--- src/logic/cfg_pins_defs.svh ---
/*
 Timing counts, widths and encodings of the configuration pin controller.
 Assumes inclusion by bare name from the package and the design files.
*/
`ifndef CFG_PINS_DEFS_SVH
`define CFG_PINS_DEFS_SVH

`define MODE_W        4
`define PLL_PINS      16
`define CLEAR_CYCLES  8'h10
`define CLEAR_W       8
`define FRAME_W       16
`define FRAME_FIRST   16'h0000
`define FRAME_LAST    16'h00FF
`define MODE_JTAG     4'h5
`define MODE_SLAVE    4'h7
`define MODE_MASTER   4'h0
`define MODE_ASYNC    4'h3

`endif

--- src/logic/cfg_pins_pkg.sv ---
/*
 Types shared by the configuration pin controller files.
 Assumes the defines header is on the include path.
*/
`include "cfg_pins_defs.svh"
package cfg_pins_pkg;
	typedef logic [`MODE_W-1:0] mode_t;
	typedef enum logic [2:0] {
		ST_CLEAR  = 3'h0,
		ST_WAIT   = 3'h1,
		ST_CONFIG = 3'h2,
		ST_USER   = 3'h3
	} cfg_state_t;
endpackage

--- src/logic/sync2.sv ---
/*
 Two flip-flop synchroniser for one level.
 Assumes an asynchronous input and the shared clock and reset.
*/
`timescale 1ns/1ps
module sync2 #(
	parameter logic RST_VAL = 1'b1
) (
	input  wire logic clk_i,
	input  wire logic rstn_i,
	input  wire logic d_i,
	output logic      q_o
);
	logic meta_reg;

	always_ff @(posedge clk_i) begin
		if (!rstn_i) begin
			meta_reg <= RST_VAL;
			q_o      <= RST_VAL;
		end else begin
			meta_reg <= d_i;
			q_o      <= meta_reg;
		end
	end
endmodule

--- src/logic/config_control_pins.sv ---
/*
 Dedicated configuration pin controller: done, restart, readback and tristate
 control, error/interrupt output, mode capture, release of shared pins.
 Assumes the loader core reports progress on plain same-clock inputs and that
 all pin inputs are asynchronous and pass through sync2.
*/
// Behaviour
// - done released high only after configuration
// - restart input restarts config, resets scan
// - readback input low tristates io during config
// - after config tristate kept only if selected
// - readback falling edge reads from frame zero
// - serial output carries readback or scan data
// - error output low on memory init failure during config in jtag, slave, master or async mode only
// - same output is host port interrupt
// - mode pins latched at init rising edge
// - mode pins become user io after config
// - pll pins tristated, unused released after
// - init held low while clearing, wait externally
`timescale 1ns/1ps
`include "cfg_pins_defs.svh"
module config_control_pins
	import cfg_pins_pkg::*;
(
	input  wire logic                     clk_i,
	input  wire logic                     rstn_i,
	input  wire logic                     program_restart_n_i,
	input  wire logic                     rd_cfg_n_i,
	input  wire logic                     init_n_i,
	input  wire logic [`MODE_W-1:0]       mode_pins_i,
	input  wire logic                     cfg_finished_i,
	input  wire logic                     init_fail_i,
	input  wire logic                     host_port_used_i,
	input  wire logic                     host_port_irq_i,
	input  wire logic                     opt_tristate_i,
	input  wire logic                     opt_readback_i,
	input  wire logic                     scan_used_i,
	input  wire logic                     tdo_i,
	input  wire logic                     readback_bit_i,
	input  wire logic [`PLL_PINS-1:0]     pll_used_i,
	output logic                          done_oe_o,
	output logic                          init_oe_o,
	output logic                          global_tristate_o,
	output logic                          readback_start_o,
	output logic                          readback_busy_o,
	output logic [`FRAME_W-1:0]           frame_addr_o,
	output logic                          serial_out_o,
	output logic                          host_port_irq_n_o,
	output cfg_pins_pkg::mode_t           mode_o,
	output logic                          mode_pins_user_o,
	output logic [`PLL_PINS-1:0]          pll_pin_user_o,
	output logic                          scan_reset_o,
	output logic                          cfg_restart_o
);
	import cfg_pins_pkg::*;

	logic               prog_s;
	logic               rdcfg_s;
	logic               init_s;
	logic [`MODE_W-1:0] mode_s;
	cfg_state_t         state_reg;
	cfg_state_t         state_next;
	logic [`CLEAR_W-1:0] clear_cnt_reg;
	logic               rdcfg_d_reg;
	logic               init_d_reg;
	logic               err_reg;

	sync2 #(.RST_VAL(1'b1)) u_prog (.clk_i(clk_i), .rstn_i(rstn_i),
		.d_i(program_restart_n_i), .q_o(prog_s));
	sync2 #(.RST_VAL(1'b1)) u_rdcfg (.clk_i(clk_i), .rstn_i(rstn_i),
		.d_i(rd_cfg_n_i), .q_o(rdcfg_s));
	sync2 #(.RST_VAL(1'b0)) u_init (.clk_i(clk_i), .rstn_i(rstn_i),
		.d_i(init_n_i), .q_o(init_s));
	genvar gi;
	generate
		for (gi = 0; gi < `MODE_W; gi++) begin : g_mode
			sync2 #(.RST_VAL(1'b1)) u_m (.clk_i(clk_i), .rstn_i(rstn_i),
				.d_i(mode_pins_i[gi]), .q_o(mode_s[gi]));
		end
	endgenerate

	wire restart     = !prog_s;
	wire clear_done  = (clear_cnt_reg == `CLEAR_CYCLES);
	wire init_rise   = init_s && !init_d_reg;
	wire rd_fall     = rdcfg_d_reg && !rdcfg_s;
	wire in_user     = (state_reg == ST_USER);
	wire in_cfg      = !in_user;
	wire rb_go       = in_user && opt_readback_i && rd_fall && !readback_busy_o;
	wire rb_last     = readback_busy_o && (frame_addr_o == `FRAME_LAST);
	wire err_mode    = (mode_o == `MODE_JTAG) || (mode_o == `MODE_SLAVE) ||
	                   (mode_o == `MODE_MASTER) || (mode_o == `MODE_ASYNC);
	wire err_set     = in_cfg && err_mode && init_fail_i;
	wire ts_next     = !rdcfg_s && (in_cfg || opt_tristate_i);
	wire irq_n_next  = host_port_used_i ? !host_port_irq_i : !err_reg;
	wire ser_next    = scan_used_i ? tdo_i : (readback_busy_o & readback_bit_i);

	always_comb begin
		state_next = state_reg;
		unique case (state_reg)
			ST_CLEAR:  if (clear_done) state_next = ST_WAIT;
			ST_WAIT:   if (init_rise) state_next = ST_CONFIG;
			ST_CONFIG: if (cfg_finished_i) state_next = ST_USER;
			ST_USER:   state_next = ST_USER;
		endcase
		if (restart) state_next = ST_CLEAR;
	end

	always_ff @(posedge clk_i) begin
		if (!rstn_i) begin
			state_reg     <= ST_CLEAR;
			clear_cnt_reg <= '0;
			rdcfg_d_reg   <= 1'b1;
			init_d_reg    <= 1'b0;
		end else begin
			state_reg     <= state_next;
			rdcfg_d_reg   <= rdcfg_s;
			init_d_reg    <= init_s;
			if (restart || state_reg != ST_CLEAR)
				clear_cnt_reg <= '0;
			else if (!clear_done)
				clear_cnt_reg <= clear_cnt_reg + 1'b1;
		end
	end

	// mode latched once per pass; later pin wiggles must not change the mode
	always_ff @(posedge clk_i) begin
		if (!rstn_i)
			mode_o <= '0;
		else if (state_reg == ST_WAIT && init_rise)
			mode_o <= mode_s;
	end

	// error is sticky for the pass; a new failure beats the restart clear
	always_ff @(posedge clk_i) begin
		if (!rstn_i)
			err_reg <= 1'b0;
		else if (err_set)
			err_reg <= 1'b1;
		else if (restart)
			err_reg <= 1'b0;
	end

	always_ff @(posedge clk_i) begin
		if (!rstn_i) begin
			readback_busy_o  <= 1'b0;
			readback_start_o <= 1'b0;
			frame_addr_o     <= `FRAME_FIRST;
		end else begin
			readback_start_o <= rb_go;
			if (restart || rb_last) begin
				readback_busy_o <= 1'b0;
				frame_addr_o    <= `FRAME_FIRST;
			end else if (rb_go) begin
				readback_busy_o <= 1'b1;
				frame_addr_o    <= `FRAME_FIRST;
			end else if (readback_busy_o)
				frame_addr_o <= frame_addr_o + 1'b1;
		end
	end

	always_ff @(posedge clk_i) begin
		if (!rstn_i) begin
			done_oe_o         <= 1'b1;
			init_oe_o         <= 1'b1;
			global_tristate_o <= 1'b0;
			serial_out_o      <= 1'b0;
			host_port_irq_n_o <= 1'b1;
			mode_pins_user_o  <= 1'b0;
			pll_pin_user_o    <= '0;
			scan_reset_o      <= 1'b1;
			cfg_restart_o     <= 1'b1;
		end else begin
			done_oe_o         <= !(state_next == ST_USER);
			init_oe_o         <= (state_next == ST_CLEAR);
			global_tristate_o <= ts_next;
			serial_out_o      <= ser_next;
			host_port_irq_n_o <= irq_n_next;
			mode_pins_user_o  <= (state_next == ST_USER);
			pll_pin_user_o    <= (state_next == ST_USER) ? ~pll_used_i : '0;
			scan_reset_o      <= restart;
			cfg_restart_o     <= restart;
		end
	end

	// checks on the controller: done, restart, tristate, readback, serial out, error, mode hold, pin release, init wait
	chk_done_low_cfg: assert property (@(posedge clk_i) disable iff (!rstn_i)
		in_cfg |-> done_oe_o) else $error("done released during config");
	chk_restart_done: assert property (@(posedge clk_i) disable iff (!rstn_i)
		restart |=> done_oe_o && scan_reset_o) else $error("restart not seen");
	chk_ts_cfg: assert property (@(posedge clk_i) disable iff (!rstn_i)
		(in_cfg && !rdcfg_s) |=> global_tristate_o) else $error("no tristate");
	chk_ts_opt: assert property (@(posedge clk_i) disable iff (!rstn_i)
		(in_user && !restart && !opt_tristate_i) |=> !global_tristate_o)
		else $error("tristate without option");
	chk_rb_frame0: assert property (@(posedge clk_i) disable iff (!rstn_i)
		$rose(readback_busy_o) |-> frame_addr_o == `FRAME_FIRST)
		else $error("readback not at frame zero");
	chk_rb_need_opt: assert property (@(posedge clk_i) disable iff (!rstn_i)
		!opt_readback_i |=> !$rose(readback_busy_o)) else $error("readback w/o option");
	chk_tdo_pass: assert property (@(posedge clk_i) disable iff (!rstn_i)
		scan_used_i |=> serial_out_o == $past(tdo_i)) else $error("tdo not passed");
	chk_err_irq: assert property (@(posedge clk_i) disable iff (!rstn_i)
		(err_set && !host_port_used_i) |=> ##1 !host_port_irq_n_o)
		else $error("error not flagged");
	chk_mode_hold: assert property (@(posedge clk_i) disable iff (!rstn_i)
		(state_reg == ST_CONFIG) |=> $stable(mode_o)) else $error("mode moved");
	chk_user_pins: assert property (@(posedge clk_i) disable iff (!rstn_i)
		in_cfg && state_next != ST_USER |=> !mode_pins_user_o && pll_pin_user_o == '0)
		else $error("pins released early");
	chk_init_wait: assert property (@(posedge clk_i) disable iff (!rstn_i)
		(state_reg == ST_WAIT && !init_s && !restart) |=> state_reg == ST_WAIT)
		else $error("left wait while init low");

	cov_config_done: cover property (@(posedge clk_i) disable iff (!rstn_i)
		$fell(done_oe_o));
	cov_readback: cover property (@(posedge clk_i) disable iff (!rstn_i) rb_last);
	cov_error: cover property (@(posedge clk_i) disable iff (!rstn_i) err_set);
	cov_restart_user: cover property (@(posedge clk_i) disable iff (!rstn_i)
		in_user && restart);
endmodule

--- config.mk ---
export PLATFORM = sky130hd
export DESIGN_NAME = config_control_pins
export DESIGN_NICKNAME = d
export VERILOG_FILES = /design/src/logic/cfg_pins_pkg.sv /design/src/logic/sync2.sv /design/src/logic/config_control_pins.sv
export VERILOG_INCLUDE_DIRS = /design/src /design/src/logic
export SDC_FILE = /design/constraint.sdc
export NUM_CORES = 1
export LEC_CHECK = 0
export BUFFER_PORTS_ARGS = -buffer_cell sky130_fd_sc_hd__buf_4
export CAP_MARGIN = 20
export CORE_MARGIN = 4
export CORE_UTILIZATION = 54
export CTS_CLUSTER_DIAMETER = 60
export CTS_CLUSTER_SIZE = 8
export DETAILED_ROUTE_END_ITERATION = 10
export PLACE_DENSITY = 0.93
export SKIP_LAST_GASP = 1
export SYNTH_ARGS = -nofsm -noshare
export SYNTH_HDL_FRONTEND = slang
export SYNTH_SLANG_ARGS = --single-unit
--- constraint.sdc ---
create_clock -name clk_i -period 5.6 [get_ports clk_i]
set_input_delay 0.84 -clock clk_i [delete_from_list [all_inputs] [get_ports clk_i]]
set_output_delay 0.84 -clock clk_i [all_outputs]
set_load 0.03 [all_outputs]
* Yosys cells after proc, flatten, opt, wreduce, memory -nomap -nowiden
Index checks and enable logic that the tools add are counted.
** Storage, ports and cells
- Bits in registers :: 73
- Input bits :: 34
- Output and inout bits :: 46
- Logic and storage cells :: 87
** Cells by class
- $add $sub $neg :: 2
- Equality and inequality tests :: 10
- Mux-type cells :: 9
- Bitwise logic cells :: 3
- Reductions and logical operators :: 32
** Operator list (count)
- adder 16 x 1 -> 16 bit, second input constant :: 1
- equality test 16 x 8 -> 1 bit, second input constant :: 1
- NOT 16 bit :: 1
- 2-to-1 mux 3 bit :: 4
- case mux 3 bit (4 select lines) :: 1
- logical AND 1 bit :: 10
- equality test 3 x 2 -> 1 bit, second input constant :: 3
- adder 8 x 1 -> 8 bit, second input constant :: 1
- equality test 4 x 3 -> 1 bit, second input constant :: 2
- equality test 8 x 5 -> 1 bit, second input constant :: 1
- logical NOT 1 bit :: 8
- logical NOT 3 bit :: 2
- logical OR 1 bit :: 6
- equality test 4 x 2 -> 1 bit, second input constant :: 1
- logical NOT 4 bit :: 1
- 2-to-1 mux 1 bit :: 4
- OR reduction 2 bit :: 2
- equality test 3 x 1 -> 1 bit, second input constant :: 1
- nonzero test 3 bit :: 1
- OR reduction 3 bit :: 1
- inequality test 2 bit, second input constant :: 1
- AND reduction 2 bit :: 1
- bitwise AND 1 bit :: 1
- NOT 1 bit :: 1

* Logic depth before layout (Yosys ltp)
- Word-level depth :: 7
- Mapped depth :: 7
- Depth with buffers taken out :: 6

* Cells and area by module
Synthesis repeated with hierarchy kept, for this count alone.
** Second synthesis, totals
- Cells, all modules :: 258
- Area total of the unflattened synthesis :: 2647.5 sq um
** By module, submodules not included
- config_control_pins :: times used 1, cells each 230, area an instance 2279.7 sq um
- sync2 :: times used 7, cells each 4, area an instance 52.6 sq um

* Worst setup path before layout
OpenSTA, ideal clock, no wires.
- Path type :: reg2reg
- From :: reg frame_addr_o[0]
- To :: reg frame_addr_o[0]
- Library setup time :: 0.115 ns
- Arrival time :: 2.039 ns
- Data required time :: 5.485 ns
- Setup slack :: 3.445 ns
- Stages on the path, launching flop included :: 8
- Clock period less this slack :: 2.155 ns
- Path through :: dfxtp_1 -> ha_1 -> nand4_1 -> or4_1 -> or3b_1 -> buf_6 -> buf_12 -> nor2_1
** Between the ends
- Cells in the longest elaborated chain, start to end :: 4
- Elaborated cells between the ends (all ways) :: 5
- Classes of those cells :: add/sub (1); eq/ne (1); reduce/logical (3)
** Ends and longest elaborated chain
- from (decl) :: RTL line config_control_pins.sv:46 : output logic [`FRAME_W-1:0] frame_addr_o,
- from (signal assigned) :: RTL line config_control_pins.sv:147 : frame_addr_o <= `FRAME_FIRST;
- from (signal assigned) :: RTL line config_control_pins.sv:152 : frame_addr_o <= `FRAME_FIRST;
- from (signal assigned) :: RTL line config_control_pins.sv:155 : frame_addr_o <= `FRAME_FIRST;
- parallel branches: the longest is 4 deep, another holds adder 16 x 1 -> 16 bit
Parallel ways; which one is timed is not known.
A chain may end at the register's enable or synchronous reset.

* Final worst setup path
- From :: reg frame_addr_o[0]
- To :: reg frame_addr_o[9]
The elaborated chain is that of the path after synthesis.

==> flow_summary.ini <==
[sta]
fin_setup_tns_ps = 0
slew_viol_final = 0
rsz0062_at_grt = false
finalSetupViolCount = 0
fin_skew_ps = 7.172
maxSlewHeadroom = 0.5079
fin_crit_sh = 0.4214
fmaxAchievable_ghz = 0.4238
worst_pin_slew_ps = 738.1
finalHoldViolCount = 0
period_needed_ps = 2360

[cts]
cts.htree.levels = 3
clk_latency_ps = 340
post_cts.repair.setup_buffers = 0
clock-root-buffer = clkbuf_8
clkSlewWorstSetupHoldPaths_ps = 80
tritoncts = done
postCtsHoldBufs = 0
cts_buffers = 9
cts_resized = 0
cts_sinks = 73
clk_path_buf_depth = 2

[floorplan]
pin_count = 80
die_h_um = 77.71
core_area_um2 = 4723
die-area_um2 = 6038
start_util = 0.5555
die_w_um = 77.71
num_rows = 25

[place]
hpwl_mm = 4.195
gp_congestion = 0.8436
dp.cells = 397
numPortBuffers = 79

[power]
p_leak_nw = 1.521
seq_power_share = 0.504
power_density_nw_per_um2 = 306.1
p_int_mw = 0.8448
swShare = 0.1998
ir_worst_vdd_mv = 0.2124
pwr-share-clk = 0.453
combPwrFrac = 0.043
switching_power_mw = 0.2109

[synth]
ys_warn_count = 0
synth_largest_area_cell = dfxtp_1
synthArstFlopShare = 0
seq_area_frac_synth = 0.5570
synth-main-ff-cell = dfxtp_1
synth_cell_type_count = 44
synth_area_leaders = dfxtp_1 (56%), nor2_1 (6.9%), xnor2_1 (3.7%), nand2b_1 (3.3%), xor2_1 (3.3%)
syn_area_per_cell_um2 = 10.05
synth_edf_count = 0
synth_top_area_frac = 0.5570
syn_area_um2 = 2624
synth_seq_cells = 73
syn-instance-count = 261
syn-num-nets = 298

[detailed_routing]
drc_errors = 0
vias_per_cell = 4.959
ant_nets = 0
first_pass_iters = 4
routedWlPerCell_um = 14.11
num_vias = 2043
drtIter0Drc = 108
wl_mm = 5.815

[finish]
syn_to_final_growth_pct = 31.47
fin_cells = 412
layout-drive-gt1-share = 0.2928
antenna_cells = 0
fill_cells = 328
layout.area.seq_um2 = 1461
fin_nets = 378
final_common_cell = buf_4
final_cell_mix = buf_4 (79), dfxtp_1 (73), nor2_1 (48), nand2b_1 (14)
multi_input_area_um2 = 1050

[worst_setup_path]
path_class = reg2reg
required_ps = 5800
cp.arrival_ps = 2560
critPathMaxFanout = 16
crit_path_end_kind = register
cp-start-kind = register

[min_path]
hp-class = reg2reg

[global_route]
grt_max_degree = 26
antenna_found_initial = 0
grt_util_all_layers = 0.1956
grt-ovfl-total = 0
grt_pass1_wl_mm = 9.149
first_global_vias = 2012

[flow_run]
max_cap_viol_count = 0

[status]
status = completed
[critical path: stages (launching register included)]
cell     delay (ps)
dfxtp_1         440
ha_1            210
nand4_1         290
or4_1           630
or3b_1          540
nor2_1          120
[metal layers]
metal / global-route usage / wire length (µm) / vias to the layer above
li1: - / - / 1027
met1: 0.2195 / 2302 / 947
met2: 0.3313 / 3141 / 58
met3: 0.07657 / 255 / 11
met4: 0.07651 / 115 / 0
met5: 0 / 0 / -
[cell usage after synthesis, types with 2 or more instances]
master    count
mux2i_1       5
xor2_1       10
xnor2_1      11
nand3_1       8
and2_1        6
or3_1         4
nor2b_1       4
buf_2         2
nor2_1       48
or4_1         4
nor4bb_1      2
a21oi_1       3
dfxtp_1      73
nand4_1       7
inv_1         8
buf_6         3
o21ai_0       4
clkbuf_1      3
nor4_1        2
and3_1        2
nor3_1        4
nand2b_1     14
ha_1          3
nand2_1      11
[final cells by class]
type	instances	share of cell area
repair buffers	79	0.1719
inverters	8	0.008705
multi-input cells	170	0.3043
clock inverters	6	0.03119
flip-flops and latches	73	0.4236
clock buffers	9	0.03591
well taps	67	0.02430
[logic make-up (layout without fill, tap and decap cells)]
logic type,count (synthesis),after routing,share of synthesized area
AND/OR/NAND/NOR,126,126,0.2527
flip-flops,73,73,0.5570
XOR/XNOR,21,21,0.07010
AO/OA/AOI/OAI,14,14,0.03958
buffers and inverters,18,102,0.04292
adder cells (fa/ha/maj),3,3,0.01431
multiplexers,6,6,0.02337
[final timing paths]
check | cells after the start | to | slack [ps] | from
max | 5 | frame_addr_o[9]$_SDFFE_PP0P_ | 3240 | frame_addr_o[0]$_SDFFE_PP0P_
min | 1 | g_mode[0].u_m.q_o$_SDFF_PN1_ | 410 | g_mode[0].u_m.meta_reg$_SDFF_PN1_
max reg2reg | 5 | frame_addr_o[9]$_SDFFE_PP0P_ | 3240 | frame_addr_o[0]$_SDFFE_PP0P_
min reg2reg | 1 | g_mode[0].u_m.q_o$_SDFF_PN1_ | 410 | g_mode[0].u_m.meta_reg$_SDFF_PN1_
[power by group through the flow]
stage                     registers, mW  logic (mW)  clock network, mW
after floorplan                   0.546      0.0218                  0
after global placement            0.544      0.0435                  0
after detailed placement          0.544      0.0453                  0
after CTS                         0.532      0.0454              0.482
after global routing              0.534      0.0489              0.507
final                             0.533      0.0450              0.478
[per-stage QoR]
step                power, mW  setup WS (ps)  instance area (µm²)  utilization  hold WS, ps
detailed placement     0.5897           3227                 3218       0.6813        392.5
global route            1.089           3020                 3450       0.7303        441.3
floorplan              0.5676           3445                 2624            -        386.3
CTS                     1.060           3266                 3450       0.7303        409.9
finish                  1.056           3240                 3450       0.7303        410.3
global placement       0.5873           3291                 3218       0.6813        388.8
No activity file was read; power rests on OpenSTA's default activity.
